==> src/inc/xor_dir_cfg.svh <==
// Constants for the three-instruction decode and execute block
`ifndef XOR_DIR_CFG_SVH
`define XOR_DIR_CFG_SVH
`define OPC_DIRLOAD_MASK  14'h3FF8
`define OPC_DIRLOAD_VAL   14'h0060
`define OPC_XORLIT_MASK   14'h3F00
`define OPC_XORLIT_VAL    14'h3A00
`define OPC_XORFILE_MASK  14'h3F00
`define OPC_XORFILE_VAL   14'h0600
`define DIR_SEL_MIN       3'h5
`define DIR_SEL_MAX       3'h7
`define DIR_ADDR_BASE     7'h05
`define DIR_ADDR_TOP      7'h07
`define DIR_RESET         8'hFF
`define W_RESET           8'h00
`define DEST_BIT          7
`define FIELD_LSB         0
`define SEL_MSB           2
`define ADDR_MSB          6
`define LIT_MSB           7
`define ZERO_BYTE         8'h00
`endif

==> src/inc/xor_dir_pkg.sv <==
// Types shared by the decode and execute block
package xor_dir_pkg;
  typedef enum logic [1:0] {PH_Q1, PH_Q2, PH_Q3, PH_Q4} phase_t;
  typedef enum logic [1:0] {OP_NONE, OP_DIRLOAD, OP_XORLIT, OP_XORFILE} op_t;
  typedef struct packed {
    logic       wrEn;
    logic [6:0] addr;
    logic [7:0] data;
  } fileWr_t;
endpackage : xor_dir_pkg

==> src/logic/dir_reg_file.sv <==
// Three port direction registers, with a registered read port
`include "xor_dir_cfg.svh"
module dir_reg_file
  import xor_dir_pkg::*;
(
  input  wire logic       clk,
  input  wire logic       arst_n,
  input  wire logic       wrEn,
  input  wire logic [1:0] wrIdx,
  input  wire logic [7:0] wrData,
  input  wire logic [1:0] rdIdx,
  output logic [7:0]      rdData_q,
  output logic [23:0]     dirAll_q
);
  logic [7:0] mem_q [3];

  // Storage, reset to all inputs
  always_ff @(posedge clk or negedge arst_n) begin
    if (!arst_n) begin
      for (int i = 0; i < 3; i++) begin
        mem_q[i] <= `DIR_RESET;
      end
    end else if (wrEn && wrIdx < 2'h3) begin
      mem_q[wrIdx] <= wrData;
    end
  end

  // Registered read and flat copy
  always_ff @(posedge clk or negedge arst_n) begin
    if (!arst_n) begin
      rdData_q <= `ZERO_BYTE;
      dirAll_q <= {3{`DIR_RESET}};
    end else begin
      rdData_q <= (rdIdx < 2'h3) ? mem_q[rdIdx] : `ZERO_BYTE;
      dirAll_q <= {mem_q[2], mem_q[1], mem_q[0]};
    end
  end
endmodule : dir_reg_file

==> src/logic/xor_dir_exec.sv <==
// Decode and execute of direction load and the two XOR instructions
`include "xor_dir_cfg.svh"
module xor_dir_exec
  import xor_dir_pkg::*;
(
  input  wire logic        clk,
  input  wire logic        arst_n,
  input  wire logic [13:0] instrWord,
  input  wire logic [7:0]  fileRdData,
  output logic [6:0]       fileRdAddr_q,
  output fileWr_t          fileWr_q,
  output logic [7:0]       work_q,
  output logic             zero_q,
  output logic [23:0]      dirAll_q,
  output logic [1:0]       phase_q,
  output logic             instrDone_q
);
  phase_t     ph_q;
  op_t        op_q;
  logic [13:0] ir_q;
  logic [7:0] operand_q;
  logic [7:0] result_q;
  logic       isDir_q;
  logic [7:0] dirRd;
  logic [1:0] dirRdIdx;
  logic       dirWrEn;
  logic [1:0] dirWrIdx;
  logic [7:0] dirWrData;

  // Whether a file address hits a direction register
  function automatic logic isDirAddr(input logic [6:0] a);
    return (a >= `DIR_ADDR_BASE) && (a <= `DIR_ADDR_TOP);
  endfunction : isDirAddr

  function automatic logic [1:0] dirIdx(input logic [6:0] a);
    return 2'(a - `DIR_ADDR_BASE);
  endfunction : dirIdx

  // Register address field of a word
  function automatic logic [6:0] addrField(input logic [13:0] word);
    return word[`ADDR_MSB:`FIELD_LSB];
  endfunction : addrField

  // Literal field of a word
  function automatic logic [7:0] litField(input logic [13:0] word);
    return word[`LIT_MSB:`FIELD_LSB];
  endfunction : litField

  // Direction select field of a word
  function automatic logic [2:0] selField(input logic [13:0] word);
    return word[`SEL_MSB:`FIELD_LSB];
  endfunction : selField

  // Opcode classes; refused words fall to no operation
  function automatic op_t decodeOp(input logic [13:0] word);
    if ((word & `OPC_DIRLOAD_MASK) == `OPC_DIRLOAD_VAL &&
        selField(word) >= `DIR_SEL_MIN) begin
      return OP_DIRLOAD;
    end else if ((word & `OPC_XORLIT_MASK) == `OPC_XORLIT_VAL) begin
      return OP_XORLIT;
    end else if ((word & `OPC_XORFILE_MASK) == `OPC_XORFILE_VAL) begin
      return OP_XORFILE;
    end else begin
      return OP_NONE;
    end
  endfunction : decodeOp

  // Register XOR that sends its result back to the register
  function automatic logic toFile(input op_t op, input logic [13:0] word);
    return (op == OP_XORFILE) && word[`DEST_BIT];
  endfunction : toFile

  // Either XOR, the only instructions that touch the zero flag
  function automatic logic isXor(input op_t op);
    return (op == OP_XORLIT) || (op == OP_XORFILE);
  endfunction : isXor

  // Four-phase sequencer, one instruction per turn
  always_ff @(posedge clk or negedge arst_n) begin
    if (!arst_n) begin
      ph_q <= PH_Q1;
    end else begin
      case (ph_q)
        PH_Q1:   ph_q <= PH_Q2;
        PH_Q2:   ph_q <= PH_Q3;
        PH_Q3:   ph_q <= PH_Q4;
        PH_Q4:   ph_q <= PH_Q1;
        default: ph_q <= PH_Q1;
      endcase
    end
  end

  // Q1 decode: latch word and classify
  always_ff @(posedge clk or negedge arst_n) begin
    if (!arst_n) begin
      ir_q <= 14'h0000;
      op_q <= OP_NONE;
    end else if (ph_q == PH_Q1) begin
      ir_q <= instrWord;
      op_q <= decodeOp(instrWord);
    end
  end

  // Q1 end: operand address out, direction hit noted
  always_ff @(posedge clk or negedge arst_n) begin
    if (!arst_n) begin
      fileRdAddr_q <= 7'h00;
      isDir_q      <= 1'b0;
    end else if (ph_q == PH_Q1) begin
      fileRdAddr_q <= addrField(instrWord);
      isDir_q      <= isDirAddr(addrField(instrWord));
    end
  end

  // Q2 read: operand from literal, data memory or direction register
  always_ff @(posedge clk or negedge arst_n) begin
    if (!arst_n) begin
      operand_q <= `ZERO_BYTE;
    end else if (ph_q == PH_Q2) begin
      case (op_q)
        OP_XORLIT:  operand_q <= litField(ir_q);
        OP_XORFILE: operand_q <= isDir_q ? dirRd : fileRdData;
        default:    operand_q <= `ZERO_BYTE;
      endcase
    end
  end

  // Q3 process: the XOR itself
  always_ff @(posedge clk or negedge arst_n) begin
    if (!arst_n) begin
      result_q <= `ZERO_BYTE;
    end else if (ph_q == PH_Q3) begin
      result_q <= work_q ^ operand_q;
    end
  end

  // Q4 write: result into W unless it goes back to the register
  always_ff @(posedge clk or negedge arst_n) begin
    if (!arst_n) begin
      work_q <= `W_RESET;
    end else if (ph_q == PH_Q4 && isXor(op_q) && !toFile(op_q, ir_q)) begin
      work_q <= result_q;
    end
  end

  // Q4 write: zero flag from either XOR, direction load leaves it
  always_ff @(posedge clk or negedge arst_n) begin
    if (!arst_n) begin
      zero_q <= 1'b0;
    end else if (ph_q == PH_Q4 && isXor(op_q)) begin
      zero_q <= (result_q == `ZERO_BYTE);
    end
  end

  // Q4 write: external data register, one-cycle strobe
  always_ff @(posedge clk or negedge arst_n) begin
    if (!arst_n) begin
      fileWr_q <= '0;
    end else begin
      fileWr_q.wrEn <= (ph_q == PH_Q4) && toFile(op_q, ir_q) && !isDir_q;
      fileWr_q.addr <= addrField(ir_q);
      fileWr_q.data <= result_q;
    end
  end

  // Direction register writes: load instruction or addressed XOR
  always_comb begin
    dirWrEn   = 1'b0;
    dirWrIdx  = 2'h0;
    dirWrData = work_q;
    if (ph_q == PH_Q4) begin
      if (op_q == OP_DIRLOAD) begin
        dirWrEn  = 1'b1;
        dirWrIdx = 2'(selField(ir_q) - `DIR_SEL_MIN);
      end else if (toFile(op_q, ir_q) && isDir_q) begin
        dirWrEn   = 1'b1;
        dirWrIdx  = dirIdx(addrField(ir_q));
        dirWrData = result_q;
      end
    end
  end

  // Read index follows the word in decode, so Q2 sees current direction data
  assign dirRdIdx = dirIdx(addrField(instrWord));

  dir_reg_file u_dir (
    .clk      (clk),
    .arst_n   (arst_n),
    .wrEn     (dirWrEn),
    .wrIdx    (dirWrIdx),
    .wrData   (dirWrData),
    .rdIdx    (dirRdIdx),
    .rdData_q (dirRd),
    .dirAll_q (dirAll_q)
  );

  // Phase output, one cycle behind the sequencer
  always_ff @(posedge clk or negedge arst_n) begin
    if (!arst_n) begin
      phase_q <= 2'h0;
    end else begin
      phase_q <= ph_q;
    end
  end

  // Completion pulse in the cycle after Q4
  always_ff @(posedge clk or negedge arst_n) begin
    if (!arst_n) begin
      instrDone_q <= 1'b0;
    end else begin
      instrDone_q <= (ph_q == PH_Q4);
    end
  end
endmodule : xor_dir_exec

==> config.mk <==
export PLATFORM = sky130hd
export DESIGN_NAME = xor_dir_exec
export DESIGN_NICKNAME = d
export VERILOG_FILES = /design/src/inc/xor_dir_pkg.sv /design/src/logic/dir_reg_file.sv /design/src/logic/xor_dir_exec.sv
export VERILOG_INCLUDE_DIRS = /design/src /design/src/inc
export SDC_FILE = /design/constraint.sdc
export NUM_CORES = 1
export LEC_CHECK = 0
export ABC_AREA = 1
export BUFFER_PORTS_ARGS = -buffer_cell sky130_fd_sc_hd__buf_4
export CAP_MARGIN = 10
export CORE_MARGIN = 2
export CORE_UTILIZATION = 50
export DETAILED_ROUTE_END_ITERATION = 16
export PLACE_DENSITY = 0.69
export SYNTH_ARGS = -nofsm -noshare
export SYNTH_HDL_FRONTEND = slang
export SYNTH_SLANG_ARGS = --single-unit
==> constraint.sdc <==
create_clock -name clk -period 1.5 [get_ports clk]
set_input_delay 0.3 -clock clk [delete_from_list [all_inputs] [get_ports clk]]
set_output_delay 0.3 -clock clk [all_outputs]
set_load 0.03 [all_outputs]
==> impl_metrics.json, run 1 <==
{
  "antenna_found_initial": 0,
  "seq_area_frac_synth": 0.635,
  "fmax_mhz": 677,
  "synth_warnings": 0,
  "crit_buf_inv": 1,
  "multi_input_area_um2": 1520,
  "synth_area_um2": 4550,
  "critPathTopFamily": "flip-flops",
  "drt_iter0_markers": 203,
  "die-width_um": 99.4,
  "hold_class": "in -> reg",
  "syn_inst": 463,
  "dr.pass1.iters": 4,
  "pre_cts_ws_ps": -97.1,
  "stdcell_count": 693,
  "rsz0062_at_grt": "true",
  "setup_viol": 0,
  "row_count": 34,
  "core_area_um2": 8760,
  "worstMarginPinSlew_ps": 378,
  "vias": 3561,
  "arrival_ps": 1180,
  "reg2regPathDepth": 6,
  "cts_root_buffer": "clkbuf_8",
  "cts-htree-levels": 4,
  "crit_required_ps": 1200,
  "final_nets": 604,
  "status": "complete, no violations",
  "ys_types": 27,
  "grt.total_usage": 0.225,
  "max_stage_delay_ps": 540,
  "die_h_um": 99.4,
  "clk_latency_ps": 510,
  "grt_pass1_wl_um": 17000,
  "cp-start-kind": "register",
  "powerDensity_nw_per_um2": 1230,
  "dp.cells": 650,
  "avgSynthCellArea_um2": 9.82,
  "n_fill_cell": 626,
  "clkSinkCount": 113,
  "fin_util": 0.704,
  "grt_start_max_net_pins": 32,
  "worst_slack_ps": 22.3,
  "via_per_inst": 5.14,
  "overflow": 0,
  "final.setup_skew_ps": 6.72,
  "finalCritPeriodShare": 0.985,
  "gp_congestion": 0.902,
  "min_period_ps": 1480,
  "place.port_buffers": 82,
  "syn2layout_area_growth_pct": 35.7,
  "wl_um": 11000,
  "wl_per_cell_um": 15.8,
  "drc_errors": 0,
  "fp.dieArea_um2": 9880,
  "final_antenna_net_count": 0,
  "critPathSlowestCell": "dfstp_2",
  "finalHoldViolCount": 0,
  "first_global_vias": 3369,
  "io_pins": 83,
  "worstSetupPathType": "reg -> out",
  "worst-path-max-fanout": 1,
  "cts_buffers": 17,
  "hold_depth": 3,
  "start_util": 0.519,
  "maxCapViolations": 0,
  "vdd_drop_max_mv": 0.669,
  "slew_violations": 0,
  "whs_ps": 88.9,
  "cts_tree": "built",
  "path_depth": 1,
  "syn-num-nets": 495,
  "end_kind": "output port",
  "hpwl_um": 7530,
  "drive_gt1_frac": 0.371,
  "path_clk_slew_ps": 60,
  "max_slew_margin": 0.748,
  "cts_max_path_buffers": 2,
  "ys_ff_latch": 113,
  "antenna_cells": 0,
  "regArea_um2": 2890,
  "leakagePower_nw": 2.96,
  "crit_chain": "buf_6",
  "r2r_setup_slack_ps": 50
}
stage by stage:
step                instance area (um2)  setup TNS [ps]  power (mW)
floorplan                          4560               0        3.37
global placement                   5360            -621        3.57
detailed placement                 5360           -1100        3.58
CTS                                6070               0        7.62
global route                       6170            -201        7.77
finish                             6170               0        7.58
repair_timing:
item	CTS	global route
hold buffers	4	0
resized for setup	5	30
pin swaps	0	3
hold endpoints to repair	71	0
buffers inserted	3	3
gates cloned	0	1
endpoints found under the setup margin	32	49
layout by cell type (no fill, tap or decap), types with 2 or more instances in the layout:
cell and n:
or2_2 2, nand3_1 13, xnor2_1 8, buf_12 4, inv_2 5, inv_1 18
inv_6 4, o21ai_0 37, dlygate4sd3_1 4, nand3b_1 2, nand2_1 144, dfstp_2 48
clkbuf_16 19, buf_6 9, nand2_2 9, nor2_4 4, buf_4 91, dfrtp_1 60
nor3_1 2, o21a_1 8, clkbuf_8 2, nor2_1 40, a21oi_1 11, clkinv_4 4
nand4_1 5, ha_4 2, ha_1 6, clkinvlp_4 2, a31oi_1 8, dfrtp_2 5
Yosys cell counts (all sizes together):
cell | count | area share
nor2 | 45 | 0.040
dfstp | 48 | 0.28
o21ai | 38 | 0.042
xnor2 | 8 | 0.015
nand2 | 154 | 0.13
nand4 | 5 | 0.0069
nor3 | 2 | 0.0022
a31oi | 8 | 0.011
inv | 24 | 0.020
clkbuf | 5 | 0.0041
buf | 14 | 0.020
a21oi | 12 | 0.016
nand3 | 14 | 0.017
dfrtp | 65 | 0.36
clkinv | 1 | 0.00082
nand3b | 2 | 0.0033
or2 | 2 | 0.0028
ha | 8 | 0.022
o21a | 8 | 0.013
cell type report:
class,instances,share of cell area
sequential,113,0.469
multi-input combinational,306,0.246
timing repair buffer,108,0.147
clock buffer,21,0.0815
tap,108,0.0219
clock inverter,11,0.0180
inverter,25,0.0158
timing repair inverter,1,0.00122
cells by family after synthesis:
| family | Yosys count | share of synthesized area |
|---|---|---|
| flip-flops | 113 | 0.635 |
| XOR/XNOR | 8 | 0.0154 |
| AO/OA/AOI/OAI | 66 | 0.0817 |
| buffers and inverters | 44 | 0.0446 |
| AND/OR/NAND/NOR | 224 | 0.201 |
| adder cells (fa/ha/maj) | 8 | 0.0220 |
worst paths after layout:
check | startpoint | end
worst min-delay path | instrWord[5] | ir_q[5]
max in group asynchronous | arst_n | u_dir.mem_q[3]
min in group asynchronous | arst_n | fileWr_q[4]
worst max-delay path | u_dir.dirAll_q[23] | dirAll_q[23]
worst max register to register | ph_q[0] | operand_q[0]
worst min register to register | u_dir.mem_q[21] | u_dir.dirAll_q[5]
report_power, final:
group / total, mW / switching (mW) / internal, mW
Sequential: 3.15 / 0.0410 / 3.11
Clock: 4.04 / 1.47 / 2.57
Combinational: 0.392 / 0.234 / 0.157
Total: 7.58 / 1.75 / 5.83
metal layers:
layer	track usage	share of wire	vias up
met5	0	0	-
met1	0.313	0.43	1696
met2	0.353	0.49	148
met3	0.0450	0.065	20
li1	-	-	1697
met4	0.0843	0.017	0
state kept, by name (all words and copies together) (netlist names), 8 cells and up:
register	cells
u_dir.rdData_q	8
result_q	8
u_dir.dirAll_q	24
fileWr_q	16
ir_q	8
operand_q	8
u_dir.mem_q	24
work_q	8
Note: power is estimated with default switching activity, not from simulation.
==> run 2: changes to the inputs <==
- CTS_CLUSTER_SIZE: unset -> 14
- PLACE_DENSITY: 0.69 -> 0.83
- SYNTH_HIERARCHICAL: unset -> 1
==> run 2 against run 1 <==
The run now ends with setup timing left. Power increased by 2.3%. Count of clock-buffer cells in the layout up 1. Setup slack got worse by 160 ps. Register-to-register slack worse by 180 ps. Sequential share of layout area fell by 2.7 points. Global-route usage increased by 2.0 points. Die area increased by 4.7%. Final cell count grew 5.2%. Cell area increased by 6.0%. Via count increased by 6.5%. Area after synthesis increased by 4.9%. Routed wire length is 9.4% higher. Critical endpoint is now u_dir/mem_q[2]. Largest cell class unchanged.
==> impl_metrics.json, run 2 <==
{
  "status": "complete, but fails checks",
  "violations": "setup timing",
  "worstMarginPinSlew_ps": 472,
  "path_clk_slew_ps": 60,
  "place.port_buffers": 82,
  "vdd_drop_max_mv": 0.757,
  "holdPathEnd": "ir_q[2]",
  "cts_root_buffer": "clkbuf_8",
  "io_pins": 83,
  "rsz0062_at_grt": "true",
  "p_clk_frac": 0.544,
  "grt.total_usage": 0.245,
  "synth_largest_area_cell": "dfrtp_1",
  "cts-htree-levels": 4,
  "die-width_um": 102,
  "avgSynthCellArea_um2": 9.92,
  "via_per_inst": 5.20,
  "cts_max_path_buffers": 2,
  "reg2regPathDepth": 10,
  "cts_buffers": 17,
  "core_area_um2": 9240,
  "synth_edf_count": 0,
  "gp_congestion": 0.900,
  "dp.cells": 686,
  "n_fill_cell": 605,
  "async_reset_ff_frac": 1.00,
  "clkSinkCount": 113,
  "grt_pass1_wl_um": 18800,
  "grt_start_max_net_pins": 35,
  "synth_common_cells": "144 x nand2_1, 65 x dfrtp_1, 48 x dfstp_2",
  "r2r_setup_slack_ps": -130,
  "synth_warnings": 6,
  "vias": 3793,
  "seq_area_frac_synth": 0.605,
  "finalHoldViolCount": 0,
  "cp-start-kind": "register",
  "overflow": 0,
  "drt_iter0_markers": 262,
  "synth.most_common_cell": "nand2_1",
  "max_slew_margin": 0.685,
  "worstReg2RegStart": "op_q[1]",
  "syn2layout_area_growth_pct": 37.2,
  "post_dp_cell_area_um2": 5560,
  "yosys.area.top_type_share": 0.341,
  "layout_common_cells": "120 x nand2_1, 83 x buf_4, 62 x dfrtp_1",
  "cts_tree": "built",
  "syn_inst": 481,
  "hold_depth": 3,
  "synth_area_um2": 4770,
  "wl_um": 12000,
  "maxCapViolations": 0,
  "clk_latency_ps": 520,
  "fin_area_um2": 6540,
  "finalCritPeriodShare": 1.09,
  "ys_types": 29,
  "worst_slack_ps": -134,
  "mostFrequentLayoutCell": "nand2_1",
  "powerDensity_nw_per_um2": 1180,
  "leakagePower_nw": 3.07,
  "start_util": 0.516,
  "final_nets": 618,
  "setup_viol": 24,
  "drc_errors": 0,
  "end_kind": "register",
  "p_seq_frac": 0.406,
  "regArea_um2": 2890,
  "synth_area_leaders": "dfrtp_1 34%, dfstp_2 26%, nand2_1 11%, o21ai_0 3.5%, nand4_1 3.4%",
  "arrival_ps": 2070,
  "fin_util": 0.708,
  "wl_per_cell_um": 16.5,
  "hold_class": "in -> reg",
  "hp-start": "instrWord[2]",
  "drive_gt1_frac": 0.408,
  "p_sw_mw": 1.70,
  "syn-num-nets": 512,
  "antenna_cells": 0,
  "final_antenna_net_count": 0,
  "first_global_vias": 3650,
  "final.setup_skew_ps": 8.84,
  "min_period_ps": 1630,
  "crit_required_ps": 1940,
  "worst-path-max-fanout": 8,
  "antenna_found_initial": 0,
  "worstSetupPathType": "reg -> reg",
  "row_count": 35,
  "slew_violations": 0,
  "p_int_mw": 6.05,
  "swShare": 0.219,
  "reg_top3": "u_dir/dirAll_q: 24 flops, u_dir/mem_q: 24 flops, fileWr_q: 16 flops",
  "multi_input_area_um2": 1650,
  "die_h_um": 102,
  "hpwl_um": 7810,
  "stdcell_count": 729,
  "dr.pass1.iters": 5,
  "fmax_mhz": 612,
  "ys_ff_latch": 113,
  "r2r_end": "u_dir/mem_q[2]",
  "synth_ff_type": "dfrtp_1",
  "fp.dieArea_um2": 10300,
  "combPwrFrac": 0.050
}
-- run 2: cell count changes in the layout (fill, tap and decap cells not counted), sizes merged, moves of 2 or more --
cell,before,now
inv,28,48
buf,104,106
o21a,8,0
clkinvlp,2,4
o21ai,38,41
nand3b,2,0
nand4,5,27
nand2,154,146
nor2,45,39
nand3,14,16
clkinv,6,4
a21oi,12,2
-- run 2: metal layers --
metal,share of wire,track usage,vias up
li1,-,-,1750
met1,0.41,0.316,1834
met2,0.50,0.387,177
met3,0.060,0.0580,32
met4,0.030,0.124,0
met5,0,0,-
-- run 2: cell type report --
class                   count  share of cell area
clock buffers              22              0.0807
multi-input cells         298               0.252
repair inverters            1             0.00115
well taps                 129              0.0247
inverters                  47              0.0310
clock inverters            10              0.0174
flip-flops and latches    113               0.442
repair buffers            109               0.151
-- run 2: what timing repair did --
item | in CTS | in global routing
gates cloned | 1 | 1
resized for setup | 22 | 38
hold buffers | 3 | 0
pin swaps | 10 | 10
setup buffers | 4 | 2
setup endpoints to repair | 27 | 51
endpoints found under the hold margin | 24 | 0
-- run 2: kinds of logic after synthesis --
logic type      Yosys count  synth area share
simple gates            232             0.218
compound gates           51            0.0619
flops                   113             0.605
buf+inv                  70            0.0818
fa+ha+maj                 7            0.0184
xor+xnor                  8            0.0147
-- run 2: worst max-delay path by stage --
stage	start	endpoint	slack (ps)	cells after the start
6_report	op_q[1]	u_dir/mem_q[2]	-130	10
5_1_grt	op_q[1]	u_dir/mem_q[2]	-200	10
4_1_cts	ph_q[0]	u_dir/mem_q[1]	-80	9
3_5_place_dp	ph_q[0]	u_dir/mem_q[16]	-30	10
3_3_place_gp	ph_q[1]	u_dir/mem_q[17]	30	10
2_1_floorplan	op_q[1]	u_dir/mem_q[21]	-20	11
-- run 2: critical path, cell delays in order (launching register included) --
cell	delay [ps]
dfrtp_1	430
nand2_2	100
inv_2	90
nand4_4	110
nand2_4	120
inv_4	50
a21oi_4	180
buf_12	160
nand3_4	120
nand2_1	100
nand2_1	70
-- run 2: power groups by stage --
| stage | Combinational [mW] | Sequential, mW | Clock (mW) |
|---|---|---|---|
| after global placement | 0.358 | 3.19 | 0 |
| after CTS | 0.382 | 3.15 | 4.25 |
| after global routing | 0.424 | 3.15 | 4.41 |
| after detailed placement | 0.368 | 3.19 | 0 |
| after floorplan | 0.133 | 3.22 | 0 |
| final | 0.386 | 3.15 | 4.21 |
-- run 2: per-stage QoR --
stage	total power, mW	TNS (ps)	setup slack, ps	hold WS [ps]
after floorplan	3.36	-153	-20.9	4.41
after global placement	3.55	0	27.3	234
after detailed placement	3.56	-245	-29.9	243
after CTS	7.78	-1330	-83.5	20.8
after global routing	7.99	-3870	-204	50.1
final	7.75	-2490	-134	44.8
